`src/include/cct_pkg.sv`:
```
// Package for the classic counter/timer pair: register map, field positions, modes, divider settings.
// Assumes an 8-bit register port and one system clock shared by every user of this package.
package cct_pkg;

	// Register offsets
	localparam logic [3:0] OFF_TIMER_CONTROL  = 4'h0;
	localparam logic [3:0] OFF_TIMER_MODE     = 4'h1;
	localparam logic [3:0] OFF_TIMER0_LOW     = 4'h2;
	localparam logic [3:0] OFF_TIMER0_HIGH    = 4'h3;
	localparam logic [3:0] OFF_TIMER1_LOW     = 4'h4;
	localparam logic [3:0] OFF_TIMER1_HIGH    = 4'h5;
	localparam logic [3:0] OFF_CLOCK_CONTROL  = 4'h6;
	localparam logic [3:0] OFF_EXT_INPUT_CFG  = 4'h7;
	localparam logic [3:0] OFF_IRQ_ENABLE     = 4'h8;

	// Field positions: timer_control_reg
	localparam int POS_TIMER0_RUN  = 4;
	localparam int POS_TIMER0_FLAG = 5;
	localparam int POS_TIMER1_RUN  = 6;
	localparam int POS_TIMER1_FLAG = 7;
	// Field positions: timer_mode_reg, per timer base 0 or 4
	localparam int POS_MODE_LSB    = 0;
	localparam int POS_CNT_SELECT  = 2;
	localparam int POS_GATE_ENABLE = 3;
	localparam int MODE_STRIDE     = 4;
	// Field positions: clock_control_reg
	localparam int POS_DIV_LSB     = 0;
	localparam int POS_SYSCLK_SEL0 = 2;
	localparam int POS_SYSCLK_SEL1 = 3;
	// Field positions: ext_input_config_reg and interrupt_enable_reg
	localparam int POS_POLARITY0   = 3;
	localparam int POS_POLARITY1   = 7;
	localparam int POS_IRQ_EN0     = 1;
	localparam int POS_IRQ_EN1     = 3;

	localparam logic [7:0] RESET_BYTE = 8'h00;

	// Prescaler divisors
	localparam int unsigned DIV_SYS12 = 12;
	localparam int unsigned DIV_SYS4  = 4;
	localparam int unsigned DIV_SYS48 = 48;
	localparam int unsigned DIV_EXT8  = 8;

	typedef enum logic [1:0] {
		CCT_DIV_SYS12,
		CCT_DIV_SYS4,
		CCT_DIV_SYS48,
		CCT_DIV_EXT8
	} cct_div_e;

	typedef enum logic [1:0] {
		CCT_MODE_13BIT,
		CCT_MODE_16BIT,
		CCT_MODE_8BIT_RELOAD,
		CCT_MODE_SPLIT
	} cct_mode_e;

	typedef struct packed {
		logic [3:0] addr;
		logic [7:0] wdata;
		logic       wr;
		logic       rd;
	} cct_bus_req_s;

	typedef struct packed {
		logic [7:0] lo;
		logic [7:0] hi;
		logic       ovf;
	} cct_cnt_s;

endpackage : cct_pkg

```
`src/hw/cct_prescaler.sv`:
```
// Shared prescaler: one-cycle tick at system clock /12, /4, /48 or external clock /8.
// Assumes ext_clk is synchronous to sys_clk and each of its levels lasts at least one cycle.
module cct_prescaler (
	input  wire logic            sys_clk,
	input  wire logic            srst,
	input  wire logic            ext_clk,
	input  wire cct_pkg::cct_div_e div_sel,
	output logic                 tick
);

	logic [5:0] cnt_ff;
	logic       ext_ff;
	logic       ext_prev_ff;
	logic [5:0] limit;
	wire        ext_rise = ext_ff & ~ext_prev_ff;
	wire        step     = (div_sel == cct_pkg::CCT_DIV_EXT8) ? ext_rise : 1'b1;
	// Compare with >= so a smaller divisor written mid-count cannot strand the counter
	wire        at_limit = (cnt_ff >= limit);

	always_comb begin
		unique case (div_sel)
			cct_pkg::CCT_DIV_SYS12: limit = 6'(cct_pkg::DIV_SYS12 - 1);
			cct_pkg::CCT_DIV_SYS4:  limit = 6'(cct_pkg::DIV_SYS4 - 1);
			cct_pkg::CCT_DIV_SYS48: limit = 6'(cct_pkg::DIV_SYS48 - 1);
			cct_pkg::CCT_DIV_EXT8:  limit = 6'(cct_pkg::DIV_EXT8 - 1);
		endcase
	end

	assign tick = step & at_limit;

	always_ff @(posedge sys_clk) begin
		if (srst) begin
			cnt_ff      <= 6'h00;
			ext_ff      <= 1'b0;
			ext_prev_ff <= 1'b0;
		end else begin
			ext_ff      <= ext_clk;
			ext_prev_ff <= ext_ff;
			if (step)
				cnt_ff <= at_limit ? 6'h00 : cnt_ff + 6'h01;
		end
	end

	property p_tick_gap;
		@(posedge sys_clk) disable iff (srst) tick |=> !tick;
	endproperty
	a_tick_gap: assert property (p_tick_gap) else $error("prescaler ticked twice in a row");

endmodule : cct_prescaler

```
`src/hw/cct_timer_pair.sv`:
```
// Two classic 16-bit counter/timers with modes 13-bit, 16-bit, 8-bit reload and split, plus register port.
// Assumes all pins are synchronous to sys_clk; read data appear only in the cycle after the read strobe.
// Functional notes
// - Each timer is 16 bits, two bytes
// - Two-bit mode per timer, independent
// - Mode 0: high byte plus low five bits
// - Mode 0 low bits 7:5 undefined, ignore
// - 13-bit wrap sets flag, may interrupt
// - Counter mode counts count-pin falling edges
// - Pin sampled synchronously, every clock cycle
// - Timer mode: system clock or prescaler
// - Prescaler divides by 12, 4, 48, ext/8
// - Count only when run and gate allow, except timer 0 high byte and timer 1 while timer 0 is split
// - Gate input must differ from polarity
// - Interrupt forwarded only when enabled
// - Timer 1 mirrors timer 0 controls
// - Overflow pulses exported to other peripherals
// - Mode 1 uses full 16 bits
// - Mode 2 reloads low byte from high
// - Mode 3 high byte is timer 1's
// - Run bit never clears the count
module cct_timer_pair (
	input  wire logic                  sys_clk,
	input  wire logic                  srst,
	input  wire cct_pkg::cct_bus_req_s bus_req,
	output logic [7:0]                 rd_data,
	input  wire logic                  timer0_count_pin,
	input  wire logic                  timer1_count_pin,
	input  wire logic                  ext_gate_input_a,
	input  wire logic                  ext_gate_input_b,
	input  wire logic                  ext_clk,
	input  wire logic                  timer0_irq_ack,
	input  wire logic                  timer1_irq_ack,
	output logic                       timer0_irq,
	output logic                       timer1_irq,
	output logic                       timer0_ovf_pulse,
	output logic                       timer1_ovf_pulse
);

	logic [1:0]               run_ff;
	logic [1:0]               flag_ff;
	logic [1:0]               gate_en_ff;
	logic [1:0]               cnt_sel_ff;
	logic [1:0]               sysclk_sel_ff;
	logic [1:0]               pol_ff;
	logic [1:0]               irq_en_ff;
	cct_pkg::cct_mode_e       mode_ff [2];
	cct_pkg::cct_div_e        div_sel_ff;
	logic [7:0]               lo_ff [2];
	logic [7:0]               hi_ff [2];
	logic [1:0]               pin_ff;
	logic [1:0]               pin_prev_ff;
	logic [1:0]               ovf_out_ff;
	logic [7:0]               rd_data_ff;
	logic [7:0]               rd_mux;
	logic [1:0]               nxt_flag;
	logic [7:0]               nxt_lo [2];
	logic [7:0]               nxt_hi [2];
	logic [1:0]               fall;
	logic [1:0]               run_en;
	logic [1:0]               tmr_tick;
	logic [1:0]               src_tick;
	logic [1:0]               cnt_en;
	logic [1:0]               ovf;
	logic [1:0]               flag_set;
	logic                     pre_tick;
	cct_pkg::cct_cnt_s        step [2];

	wire [1:0] pin_in  = {timer1_count_pin, timer0_count_pin};
	wire [1:0] gate_in = {ext_gate_input_b, ext_gate_input_a};
	wire [1:0] ack_in  = {timer1_irq_ack, timer0_irq_ack};

	// Register decode
	wire [7:0] wd       = bus_req.wdata;
	wire       wr_ctrl  = bus_req.wr && bus_req.addr == cct_pkg::OFF_TIMER_CONTROL;
	wire       wr_mode  = bus_req.wr && bus_req.addr == cct_pkg::OFF_TIMER_MODE;
	wire       wr_clk   = bus_req.wr && bus_req.addr == cct_pkg::OFF_CLOCK_CONTROL;
	wire       wr_cfg   = bus_req.wr && bus_req.addr == cct_pkg::OFF_EXT_INPUT_CFG;
	wire       wr_irqen = bus_req.wr && bus_req.addr == cct_pkg::OFF_IRQ_ENABLE;
	wire [1:0] wr_lo    = {bus_req.wr && bus_req.addr == cct_pkg::OFF_TIMER1_LOW,
	                       bus_req.wr && bus_req.addr == cct_pkg::OFF_TIMER0_LOW};
	wire [1:0] wr_hi    = {bus_req.wr && bus_req.addr == cct_pkg::OFF_TIMER1_HIGH,
	                       bus_req.wr && bus_req.addr == cct_pkg::OFF_TIMER0_HIGH};

	// Timer 0 in split mode takes over timer 1's run bit and flag
	wire split       = (mode_ff[0] == cct_pkg::CCT_MODE_SPLIT);
	wire hi_split_en = split & run_ff[1] & tmr_tick[0];
	wire hi_split_ov = hi_split_en & (&hi_ff[0]);

	cct_prescaler u_prescaler (
		.sys_clk (sys_clk),
		.srst    (srst),
		.ext_clk (ext_clk),
		.div_sel (div_sel_ff),
		.tick    (pre_tick)
	);

	function automatic cct_pkg::cct_cnt_s cct_step(input cct_pkg::cct_mode_e mode,
	                                               input logic [7:0] lo, input logic [7:0] hi);
		cct_pkg::cct_cnt_s r;
		logic [12:0]       c13;
		logic [15:0]       c16;
		r   = '{lo: lo, hi: hi, ovf: 1'b0};
		c13 = {hi, lo[4:0]} + 13'h0001;
		c16 = {hi, lo} + 16'h0001;
		unique case (mode)
			cct_pkg::CCT_MODE_13BIT: begin
				// Upper three low bits are left as they were; software masks them
				r.lo  = {lo[7:5], c13[4:0]};
				r.hi  = c13[12:5];
				r.ovf = &{hi, lo[4:0]};
			end
			cct_pkg::CCT_MODE_16BIT: begin
				r.lo  = c16[7:0];
				r.hi  = c16[15:8];
				r.ovf = &{hi, lo};
			end
			cct_pkg::CCT_MODE_8BIT_RELOAD: begin
				r.ovf = &lo;
				r.lo  = (&lo) ? hi : lo + 8'h01;
			end
			cct_pkg::CCT_MODE_SPLIT: begin
				r.ovf = &lo;
				r.lo  = lo + 8'h01;
			end
		endcase
		return r;
	endfunction : cct_step

	for (genvar i = 0; i < 2; i++) begin : g_timer
		assign fall[i]     = pin_prev_ff[i] & ~pin_ff[i];
		assign run_en[i]   = run_ff[i] & (~gate_en_ff[i] | (gate_in[i] ^ pol_ff[i]));
		assign tmr_tick[i] = sysclk_sel_ff[i] | pre_tick;
		assign src_tick[i] = cnt_sel_ff[i] ? fall[i] : tmr_tick[i];
		assign step[i]     = cct_step(mode_ff[i], lo_ff[i], hi_ff[i]);
		assign ovf[i]      = cnt_en[i] & step[i].ovf;
		assign nxt_lo[i]   = wr_lo[i] ? wd : (cnt_en[i] ? step[i].lo : lo_ff[i]);
		assign nxt_flag[i] = flag_set[i] | (wr_ctrl ? wd[i ? cct_pkg::POS_TIMER1_FLAG : cct_pkg::POS_TIMER0_FLAG]
		                                            : flag_ff[i] & ~ack_in[i]);
	end

	assign cnt_en[0] = run_en[0] & src_tick[0];
	// Timer 1 cannot take pin edges while timer 0 is split, and its own split mode stops it
	assign cnt_en[1] = (mode_ff[1] != cct_pkg::CCT_MODE_SPLIT)
	                   & (split ? tmr_tick[1] : run_en[1] & src_tick[1]);
	assign nxt_hi[0] = wr_hi[0] ? wd : (hi_split_en ? hi_ff[0] + 8'h01 : (cnt_en[0] ? step[0].hi : hi_ff[0]));
	assign nxt_hi[1] = wr_hi[1] ? wd : (cnt_en[1] ? step[1].hi : hi_ff[1]);
	assign flag_set  = {split ? hi_split_ov : ovf[1], ovf[0]};

	assign timer0_irq       = flag_ff[0] & irq_en_ff[0];
	assign timer1_irq       = flag_ff[1] & irq_en_ff[1];
	assign timer0_ovf_pulse = ovf_out_ff[0];
	assign timer1_ovf_pulse = ovf_out_ff[1];
	assign rd_data          = rd_data_ff;

	always_comb begin
		unique case (bus_req.addr)
			cct_pkg::OFF_TIMER_CONTROL: rd_mux = {flag_ff[1], run_ff[1], flag_ff[0], run_ff[0], 4'h0};
			cct_pkg::OFF_TIMER_MODE:    rd_mux = {gate_en_ff[1], cnt_sel_ff[1], mode_ff[1],
			                                      gate_en_ff[0], cnt_sel_ff[0], mode_ff[0]};
			cct_pkg::OFF_TIMER0_LOW:    rd_mux = lo_ff[0];
			cct_pkg::OFF_TIMER0_HIGH:   rd_mux = hi_ff[0];
			cct_pkg::OFF_TIMER1_LOW:    rd_mux = lo_ff[1];
			cct_pkg::OFF_TIMER1_HIGH:   rd_mux = hi_ff[1];
			cct_pkg::OFF_CLOCK_CONTROL: rd_mux = {4'h0, sysclk_sel_ff, div_sel_ff};
			cct_pkg::OFF_EXT_INPUT_CFG: rd_mux = {pol_ff[1], 3'h0, pol_ff[0], 3'h0};
			cct_pkg::OFF_IRQ_ENABLE:    rd_mux = {4'h0, irq_en_ff[1], 1'b0, irq_en_ff[0], 1'b0};
			default:                    rd_mux = 8'h00;
		endcase
	end

	always_ff @(posedge sys_clk) begin
		if (srst) begin
			run_ff        <= 2'h0;
			flag_ff       <= 2'h0;
			gate_en_ff    <= 2'h0;
			cnt_sel_ff    <= 2'h0;
			sysclk_sel_ff <= 2'h0;
			pol_ff        <= 2'h0;
			irq_en_ff     <= 2'h0;
			mode_ff       <= '{cct_pkg::CCT_MODE_13BIT, cct_pkg::CCT_MODE_13BIT};
			div_sel_ff    <= cct_pkg::CCT_DIV_SYS12;
			lo_ff         <= '{cct_pkg::RESET_BYTE, cct_pkg::RESET_BYTE};
			hi_ff         <= '{cct_pkg::RESET_BYTE, cct_pkg::RESET_BYTE};
			pin_ff        <= 2'h3;
			pin_prev_ff   <= 2'h3;
			ovf_out_ff    <= 2'h0;
			rd_data_ff    <= 8'h00;
		end else begin
			pin_ff      <= pin_in;
			pin_prev_ff <= pin_ff;
			flag_ff     <= nxt_flag;
			lo_ff       <= nxt_lo;
			hi_ff       <= nxt_hi;
			ovf_out_ff  <= ovf;
			rd_data_ff  <= bus_req.rd ? rd_mux : 8'h00;
			if (wr_ctrl)
				run_ff <= {wd[cct_pkg::POS_TIMER1_RUN], wd[cct_pkg::POS_TIMER0_RUN]};
			if (wr_mode) begin
				mode_ff[0]    <= cct_pkg::cct_mode_e'(wd[cct_pkg::POS_MODE_LSB +: 2]);
				mode_ff[1]    <= cct_pkg::cct_mode_e'(wd[cct_pkg::POS_MODE_LSB + cct_pkg::MODE_STRIDE +: 2]);
				cnt_sel_ff    <= {wd[cct_pkg::POS_CNT_SELECT + cct_pkg::MODE_STRIDE], wd[cct_pkg::POS_CNT_SELECT]};
				gate_en_ff    <= {wd[cct_pkg::POS_GATE_ENABLE + cct_pkg::MODE_STRIDE], wd[cct_pkg::POS_GATE_ENABLE]};
			end
			if (wr_clk) begin
				div_sel_ff    <= cct_pkg::cct_div_e'(wd[cct_pkg::POS_DIV_LSB +: 2]);
				sysclk_sel_ff <= {wd[cct_pkg::POS_SYSCLK_SEL1], wd[cct_pkg::POS_SYSCLK_SEL0]};
			end
			if (wr_cfg)
				pol_ff <= {wd[cct_pkg::POS_POLARITY1], wd[cct_pkg::POS_POLARITY0]};
			if (wr_irqen)
				irq_en_ff <= {wd[cct_pkg::POS_IRQ_EN1], wd[cct_pkg::POS_IRQ_EN0]};
		end
	end

	// Checks
	property p_run_off_hold;
		@(posedge sys_clk) disable iff (srst)
		!run_ff[0] && !wr_lo[0] |=> $stable(lo_ff[0]);
	endproperty
	a_run_off_hold: assert property (p_run_off_hold) else $error("timer 0 low byte moved while stopped");

	property p_gate_block;
		@(posedge sys_clk) disable iff (srst)
		run_ff[0] && gate_en_ff[0] && (ext_gate_input_a == pol_ff[0]) && !wr_lo[0] |=> $stable(lo_ff[0]);
	endproperty
	a_gate_block: assert property (p_gate_block) else $error("timer 0 counted with gate closed");

	property p_m0_wrap;
		@(posedge sys_clk) disable iff (srst)
		mode_ff[0] == cct_pkg::CCT_MODE_13BIT && cnt_en[0] && {hi_ff[0], lo_ff[0][4:0]} == 13'h1fff
		&& !wr_lo[0] && !wr_hi[0] && !wr_ctrl |=> {hi_ff[0], lo_ff[0][4:0]} == 13'h0000 && flag_ff[0];
	endproperty
	a_m0_wrap: assert property (p_m0_wrap) else $error("13-bit wrap did not clear count and set flag");

	property p_fall_count;
		@(posedge sys_clk) disable iff (srst)
		mode_ff[0] == cct_pkg::CCT_MODE_16BIT && cnt_sel_ff[0] && run_en[0] && fall[0]
		&& !wr_lo[0] && !wr_hi[0] |=> {hi_ff[0], lo_ff[0]} == $past({hi_ff[0], lo_ff[0]}) + 16'h0001;
	endproperty
	a_fall_count: assert property (p_fall_count) else $error("falling pin edge not counted once");

	property p_pin_to_count;
		@(posedge sys_clk) disable iff (srst)
		mode_ff[0] == cct_pkg::CCT_MODE_16BIT && cnt_sel_ff[0] && run_ff[0] && !gate_en_ff[0]
		&& $fell(timer0_count_pin) ##1 (!wr_lo[0] && !wr_hi[0] && !wr_mode && !wr_ctrl)
		|=> {hi_ff[0], lo_ff[0]} != $past({hi_ff[0], lo_ff[0]});
	endproperty
	a_pin_to_count: assert property (p_pin_to_count) else $error("pin edge not counted two cycles later");

	property p_m2_reload;
		@(posedge sys_clk) disable iff (srst)
		mode_ff[1] == cct_pkg::CCT_MODE_8BIT_RELOAD && cnt_en[1] && lo_ff[1] == 8'hff
		&& !wr_lo[1] && !wr_hi[1] |=> lo_ff[1] == $past(hi_ff[1]) && $stable(hi_ff[1]);
	endproperty
	a_m2_reload: assert property (p_m2_reload) else $error("reload mode did not reload low byte");

	property p_split_flag;
		@(posedge sys_clk) disable iff (srst)
		hi_split_ov && !wr_hi[0] |=> flag_ff[1] && hi_ff[0] == 8'h00;
	endproperty
	a_split_flag: assert property (p_split_flag) else $error("split high byte overflow lost");

	property p_flag_sticky;
		@(posedge sys_clk) disable iff (srst)
		flag_ff[0] && !timer0_irq_ack && !wr_ctrl |=> flag_ff[0];
	endproperty
	a_flag_sticky: assert property (p_flag_sticky) else $error("overflow flag dropped by itself");

	property p_irq_gate;
		@(posedge sys_clk) disable iff (srst)
		ovf[0] && !wr_irqen |=> (timer0_irq == irq_en_ff[0]) && timer0_ovf_pulse;
	endproperty
	a_irq_gate: assert property (p_irq_gate) else $error("interrupt or overflow pulse wrong after overflow");

	c_m2_reload: cover property (@(posedge sys_clk) disable iff (srst)
		mode_ff[1] == cct_pkg::CCT_MODE_8BIT_RELOAD && ovf[1]);
	c_split_high: cover property (@(posedge sys_clk) disable iff (srst) hi_split_ov);
	c_gated_count: cover property (@(posedge sys_clk) disable iff (srst) gate_en_ff[1] && cnt_en[1]);
	c_pin_count: cover property (@(posedge sys_clk) disable iff (srst) cnt_sel_ff[0] && cnt_en[0]);

endmodule : cct_timer_pair

```
`config.mk`:
```
export PLATFORM = sky130hd
export DESIGN_NAME = cct_timer_pair
export DESIGN_NICKNAME = d
export VERILOG_FILES = /design/src/include/cct_pkg.sv /design/src/hw/cct_prescaler.sv /design/src/hw/cct_timer_pair.sv
export SDC_FILE = /design/constraint.sdc
export NUM_CORES = 1
export LEC_CHECK = 0
export BUFFER_PORTS_ARGS = -buffer_cell sky130_fd_sc_hd__buf_2
export CELL_PAD_IN_SITES_DETAIL_PLACEMENT = 1
export CELL_PAD_IN_SITES_GLOBAL_PLACEMENT = 1
export CORE_MARGIN = 1
export CORE_UTILIZATION = 50
export CTS_BUF_LIST = sky130_fd_sc_hd__clkbuf_4
export DETAILED_ROUTE_END_ITERATION = 7
export PLACE_DENSITY = 0.84
export SYNTH_ARGS = -nofsm -noshare
export SYNTH_HDL_FRONTEND = slang
export SYNTH_SLANG_ARGS = --single-unit
export TNS_END_PERCENT = 30
```
`constraint.sdc`:
```
create_clock -name sys_clk -period 4.6 [get_ports sys_clk]
set_input_delay 0.69 -clock sys_clk [delete_from_list [all_inputs] [get_ports sys_clk]]
set_output_delay 0.69 -clock sys_clk [all_outputs]
set_load 0.02 [all_outputs]
```
# Word level (Yosys, flattened, before mapping)
# Cells that the tools add are included.
# word_totals
register_bits	74
latch_bits	0
ram_bits	0
rom_bits	0
input_bits	23
output_inout_bits	12
word_cells	146
n_memories	0
# op_classes
n_addsub	8
mul	0
div	0
magnitude_cmp	1
eq_ne	20
shift	0
mux	27
bitwise_logic	34
reduce_logical	33
# ops
operator	count
8-bit two-way mux	11
8-bit one-hot mux with 9 select lines	1
8-bit one-hot mux with 4 select lines	2
16-bit by 1-bit adder with 16-bit output (second input constant)	2
8-bit one-hot mux with 2 select lines	2
16-bit AND reduction	2
13-bit by 1-bit adder with 13-bit output (second input constant)	2
13-bit AND reduction	2
8-bit by 1-bit adder with 8-bit output (second input constant)	3
6-bit one-hot mux with 4 select lines	1
8-bit AND reduction	3
1-bit AND	18
4-bit by 3-bit == test with 1-bit output (second input constant)	4
2-bit == test (second input constant)	6
1-bit logical AND	9
4-bit by 2-bit == test with 1-bit output (second input constant)	2
1-bit inverter	8
2-bit AND reduction	4
1-bit two-way mux	7
6-bit by 1-bit adder with 6-bit output (second input constant)	1
2-bit by 1-bit == test with 1-bit output (second input constant)	3
6-bit >= comparator	1
2-bit logical NOT	3
6-bit two-way mux	1
11 further kinds	25

# Logic depth before layout (Yosys ltp)
# logic_depth
depth_word	12
ltp_mapped	10
depth_no_buf	8

# Hierarchy
# Synthesis repeated with hierarchy kept, for this count alone.
# unflattened
hier_cells	566
hier_area_um2	4531.8
# modules_own_cells
mod	n_inst	cells_per_inst	area_each_um2	seq_area_each_um2
cct_timer_pair	1	520	4105.2	1321.3
cct_prescaler	1	46	426.7	160.2

# Worst setup path after synthesis
# No wires, ideal clock.
# synth_timing
path_type	in2reg
from	input ext_gate_input_a
to	register hi_ff[12] (netlist bit)
setup_ps	91
arrival_ps	2388
required_ps	4509
path_slack_ps	2121
path_stages	7
n_path_buf	1
path_cell_list	xnor2_1 > a221o_1 > a211o_1 > buf_6 > o31a_1 > or4_1 > a311oi_1
# synth_between
elab_chain_len	6
# synth_rtl
item	line_no	source
start: declaration	cct_timer_pair.sv:29	input wire logic ext_gate_input_a,
1-bit bitwise XOR	cct_timer_pair.sv:132	assign run_en[i] = run_ff[i] & (~gate_en_ff[i] | (gate_in[i] ^ pol_ff[i]));
1-bit OR	cct_timer_pair.sv:132	
1-bit AND	cct_timer_pair.sv:132	
1-bit AND	cct_timer_pair.sv:142	assign cnt_en[0] = run_en[0] & src_tick[0];
3-bit nonzero test (no source line)	n/a	
2-bit AND reduction (no source line)	n/a	
end signal: assignment	cct_timer_pair.sv:184	hi_ff <= '{cct_pkg::RESET_BYTE, cct_pkg::RESET_BYTE};
end signal: assignment	cct_timer_pair.sv:194	hi_ff <= nxt_hi;
end: declaration	cct_timer_pair.sv:50	logic [7:0] hi_ff [2];
# Every way passes these cells.
# A chain may end at the register's enable or synchronous reset.

# Worst setup path in the final report
# layout_timing
from	register div_sel_ff[0]
to	register hi_ff[14] (netlist bit)
# layout_between
elab_chain_len	9
elab_cells_between_ends	17
cone_classes	order compare: 1; eq/ne: 3; mux: 5; bitwise: 4; reduce/logical: 4
# layout_rtl
item	line_no	source
start: declaration	cct_timer_pair.sv:48	cct_pkg::cct_div_e div_sel_ff;
start signal: assignment	cct_timer_pair.sv:182	div_sel_ff <= cct_pkg::CCT_DIV_SYS12;
start signal: assignment	cct_timer_pair.sv:206	div_sel_ff <= cct_pkg::cct_div_e'(wd[cct_pkg::POS_DIV_LSB +: 2]);
2-bit == test, or another cell as far along	cct_prescaler.sv:16, cct_prescaler.sv:21	
6-bit one-hot mux with 4 select lines	cct_prescaler.sv:21	unique case (div_sel)
6-bit >= comparator	cct_prescaler.sv:18	wire at_limit = (cnt_ff >= limit);
1-bit AND (*)	cct_prescaler.sv:29	assign tick = step & at_limit;
1-bit OR (*)	cct_timer_pair.sv:133	assign tmr_tick[i] = sysclk_sel_ff[i] | pre_tick;
1-bit two-way mux	cct_timer_pair.sv:134	assign src_tick[i] = cnt_sel_ff[i] ? fall[i] : tmr_tick[i];
1-bit AND	cct_timer_pair.sv:142	
3-bit nonzero test (no source line)	n/a	
2-bit AND reduction (no source line)	n/a	
# Every way passes the cells marked *; elsewhere a longest branch is shown, timed or not. The select of a mux whose other input is x is not followed.

==> flow_summary.yaml <==
status:
  status: "completed"
clocking:
  cts.sinks: 74
  cts_setup_buffers: 0
  holdBufCountCts: 0
  clk_pin_slew_ns: 0.13
  cts_made_buffers: 9
  cts-root-buf: "clkbuf_4"
  htreeDepth: 3
  cts_resized: 0
  clk_path_buf_depth: 2
  cts_tree: "built"
  clkLatencyLatePin_ns: 0.43
timing:
  clock_skew_ns: 0.0123
  fin_crit_sh_pct: 61.7
  maxSlewHeadroom_pct: 32.6
  setup_ws_ns: 1.76
  fmax_mhz: 352
  finalHoldViolations: 0
  min_period_ns: 2.84
  tightest_slew_ns: 1.01
  setup_viol: 0
  rsz0062_at_grt: "no"
  fin_tns_setup_ns: 0
  maxSlewViolCount: 0
placement:
  dp.cells: 672
  place_area_sq_mm: 0.00463
  routabilityCongestion: 0.935
  hpwl_mm: 10.6
  port_buffers: 34
  post-place-ws_ns: 1.71
layout:
  area_growth_pct: 8.30
  post-route-util_pct: 55.5
  final_layout_size_suffix_gt1_share_pct: 12.6
  fin_area_sq_mm: 0.00482
  n_fill_cell: 1092
  mostFrequentLayoutCells: "74 x dfxtp_1, 66 x nor2_1, 52 x nand2_1"
  finalNetCount: 605
  antenna_cells: 0
  layout.area.seq_sq_mm: 0.00148
  final_common_cell: "dfxtp_1"
  multi_input_comb_area_sq_mm: 0.00278
  finalNonFillerCells: 688
yosys:
  async_reset_ff_share_pct: 0
  postSynthAreaPerCell_sq_um: 7.87
  dominantRegCellSynth: "dfxtp_1"
  syn_nets: 595
  synth_edf_count: 0
  ys_warn_count: 0
  synth_area_sq_mm: 0.00445
  synthCells: 565
  synth_cell_type_count: 61
  ys_seq_elements: 74
  ys_seq_area_share_pct: 33.3
power:
  power.density_mw_per_mm2: 275
  ir_drop_uv: 132
  power.leakage_nw: 1.66
worst_hold_path:
  min_path_type: "in -> reg"
  hold_start: "timer0_count_pin"
critical_path:
  crit_path_max_fanout: 19
  critPathLaunch: "div_sel_ff[0]"
  end_kind: "register"
  crit_path_start_kind: "register"
  required_ns: 4.95
  timing.rr.start: "div_sel_ff[0]"
  arrival_ns: 3.19
  criticalPathCategory: "reg -> reg"
drt:
  first_pass_iters: 5
  drc: 0
  vias: 4545
  drt_iter0_markers: 385
  ant_nets: 0
  wl_per_cell_um: 21.6
  routed_wl_mm: 14.9
  via_per_inst: 6.61
floorplan:
  die_height_um: 96.3
  die-area_sq_mm: 0.00927
  start_util_pct: 51.2
  rows: 34
  fp.dieW_um: 96.3
  num_io_pins: 35
  coreArea_sq_mm: 0.00868
grt:
  grt_use_total_pct: 33.5
  grt_pass1_vias: 4363
  grt_max_degree: 34
  grt_overflow: 0
  grt_pass1_wl_mm: 23.0
  antenna_found_initial: 0
flow_run:
  drv_cap: 0
registers in the layout (all words and copies together) (netlist names), 4 cells and up:
register,cells
rd_data,8
mode_ff,4
hi_ff,16
u_prescaler.cnt_ff,6
lo_ff,16
synthesized netlist by cell type (4+ instances only):
cell | number | area share [%]
xor2_1 | 12 | 2.4
and2_1 | 4 | 0.56
o32ai_1 | 4 | 0.79
nand2b_1 | 14 | 2.0
nand2_1 | 52 | 4.4
and3_1 | 12 | 1.7
nor4_1 | 5 | 0.70
clkbuf_1 | 31 | 2.6
a211oi_1 | 15 | 2.5
a221oi_1 | 4 | 0.79
mux2_2 | 7 | 1.8
nand4_1 | 10 | 1.4
mux2i_1 | 20 | 4.5
nand3b_1 | 8 | 1.4
a22oi_1 | 7 | 1.2
xnor2_1 | 8 | 1.6
o31ai_1 | 4 | 0.68
a311oi_1 | 6 | 1.2
a221o_1 | 4 | 0.90
nor3_1 | 9 | 1.0
o21ai_0 | 22 | 2.5
inv_1 | 10 | 0.84
nor2_1 | 66 | 5.6
nand3_1 | 29 | 3.3
ha_1 | 7 | 2.0
or3_1 | 5 | 0.70
dfxtp_1 | 74 | 33
a31oi_1 | 10 | 1.4
or2_2 | 7 | 0.98
a21oi_1 | 33 | 3.7
nor2b_1 | 10 | 1.4
through the flow:
step / hold WS, ns / total power [mW]
6_report: 0.431 / 1.32
5_1_grt: 0.424 / 1.37
4_1_cts: 0.420 / 1.33
3_5_place_dp: 0.422 / 0.796
3_3_place_gp: 0.416 / 0.790
2_1_floorplan: 0.408 / 0.749
report_power, final:
group	switching [mW]	internal (mW)	leakage [nW]
Combinational	0.0726	0.0385	0.962
Sequential	0.0189	0.654	0.600
Clock	0.256	0.283	0.0968
Total	0.347	0.976	1.66
final cells by class:
class / count / share of cell area [%]
flip-flops and latches: 74 / 30.8
multi-input cells: 443 / 57.7
well taps: 108 / 2.81
clock inverters: 6 / 2.39
inverters: 10 / 0.779
repair buffers: 37 / 4.00
clock buffers: 10 / 1.56
per-layer routing:
layer / vias up / track usage (%) / routed length, um
li1: 2090 / - / -
met1: 2224 / 42.8 / 6230
met2: 197 / 54.4 / 7000
met3: 34 / 5.85 / 1050
met4: 0 / 15.8 / 597
met5: - / 0 / 0
final timing paths:
check / cells past startpoint / slack, ns / end
worst max-delay path: 9 / 1.76 / hi_ff[14]
worst min-delay path: 2 / 0.43 / pin_ff[0]
worst max register to register: 9 / 1.76 / hi_ff[14]
worst min register to register: 1 / 0.45 / pin_prev_ff[0]
critical path, cell delays in order (launching register included):
cell and delay (ns):
dfxtp_1 0.44, nand2b_1 0.14, ha_1 0.20, nor3_1 0.08, buf_4 0.16, o211a_1 0.12, a211o_1 0.50, o31a_1 0.45
or4_1 0.41, a311oi_1 0.24
logic make-up (layout without fill, tap and decap cells):
kind of cell | after synthesis | count (layout) | synth area share, %
and+or+nand+nor | 246 | 246 | 27.6
AOI/OAI and AO/OA | 142 | 142 | 22.1
DFF | 74 | 74 | 33.3
buffers and inverters | 48 | 63 | 4.30
muxes | 28 | 28 | 6.78
xor gates and xnor gates | 20 | 20 | 3.94
adders and majority gates | 7 | 7 | 1.97
Power figures use the tool's default switching activity.
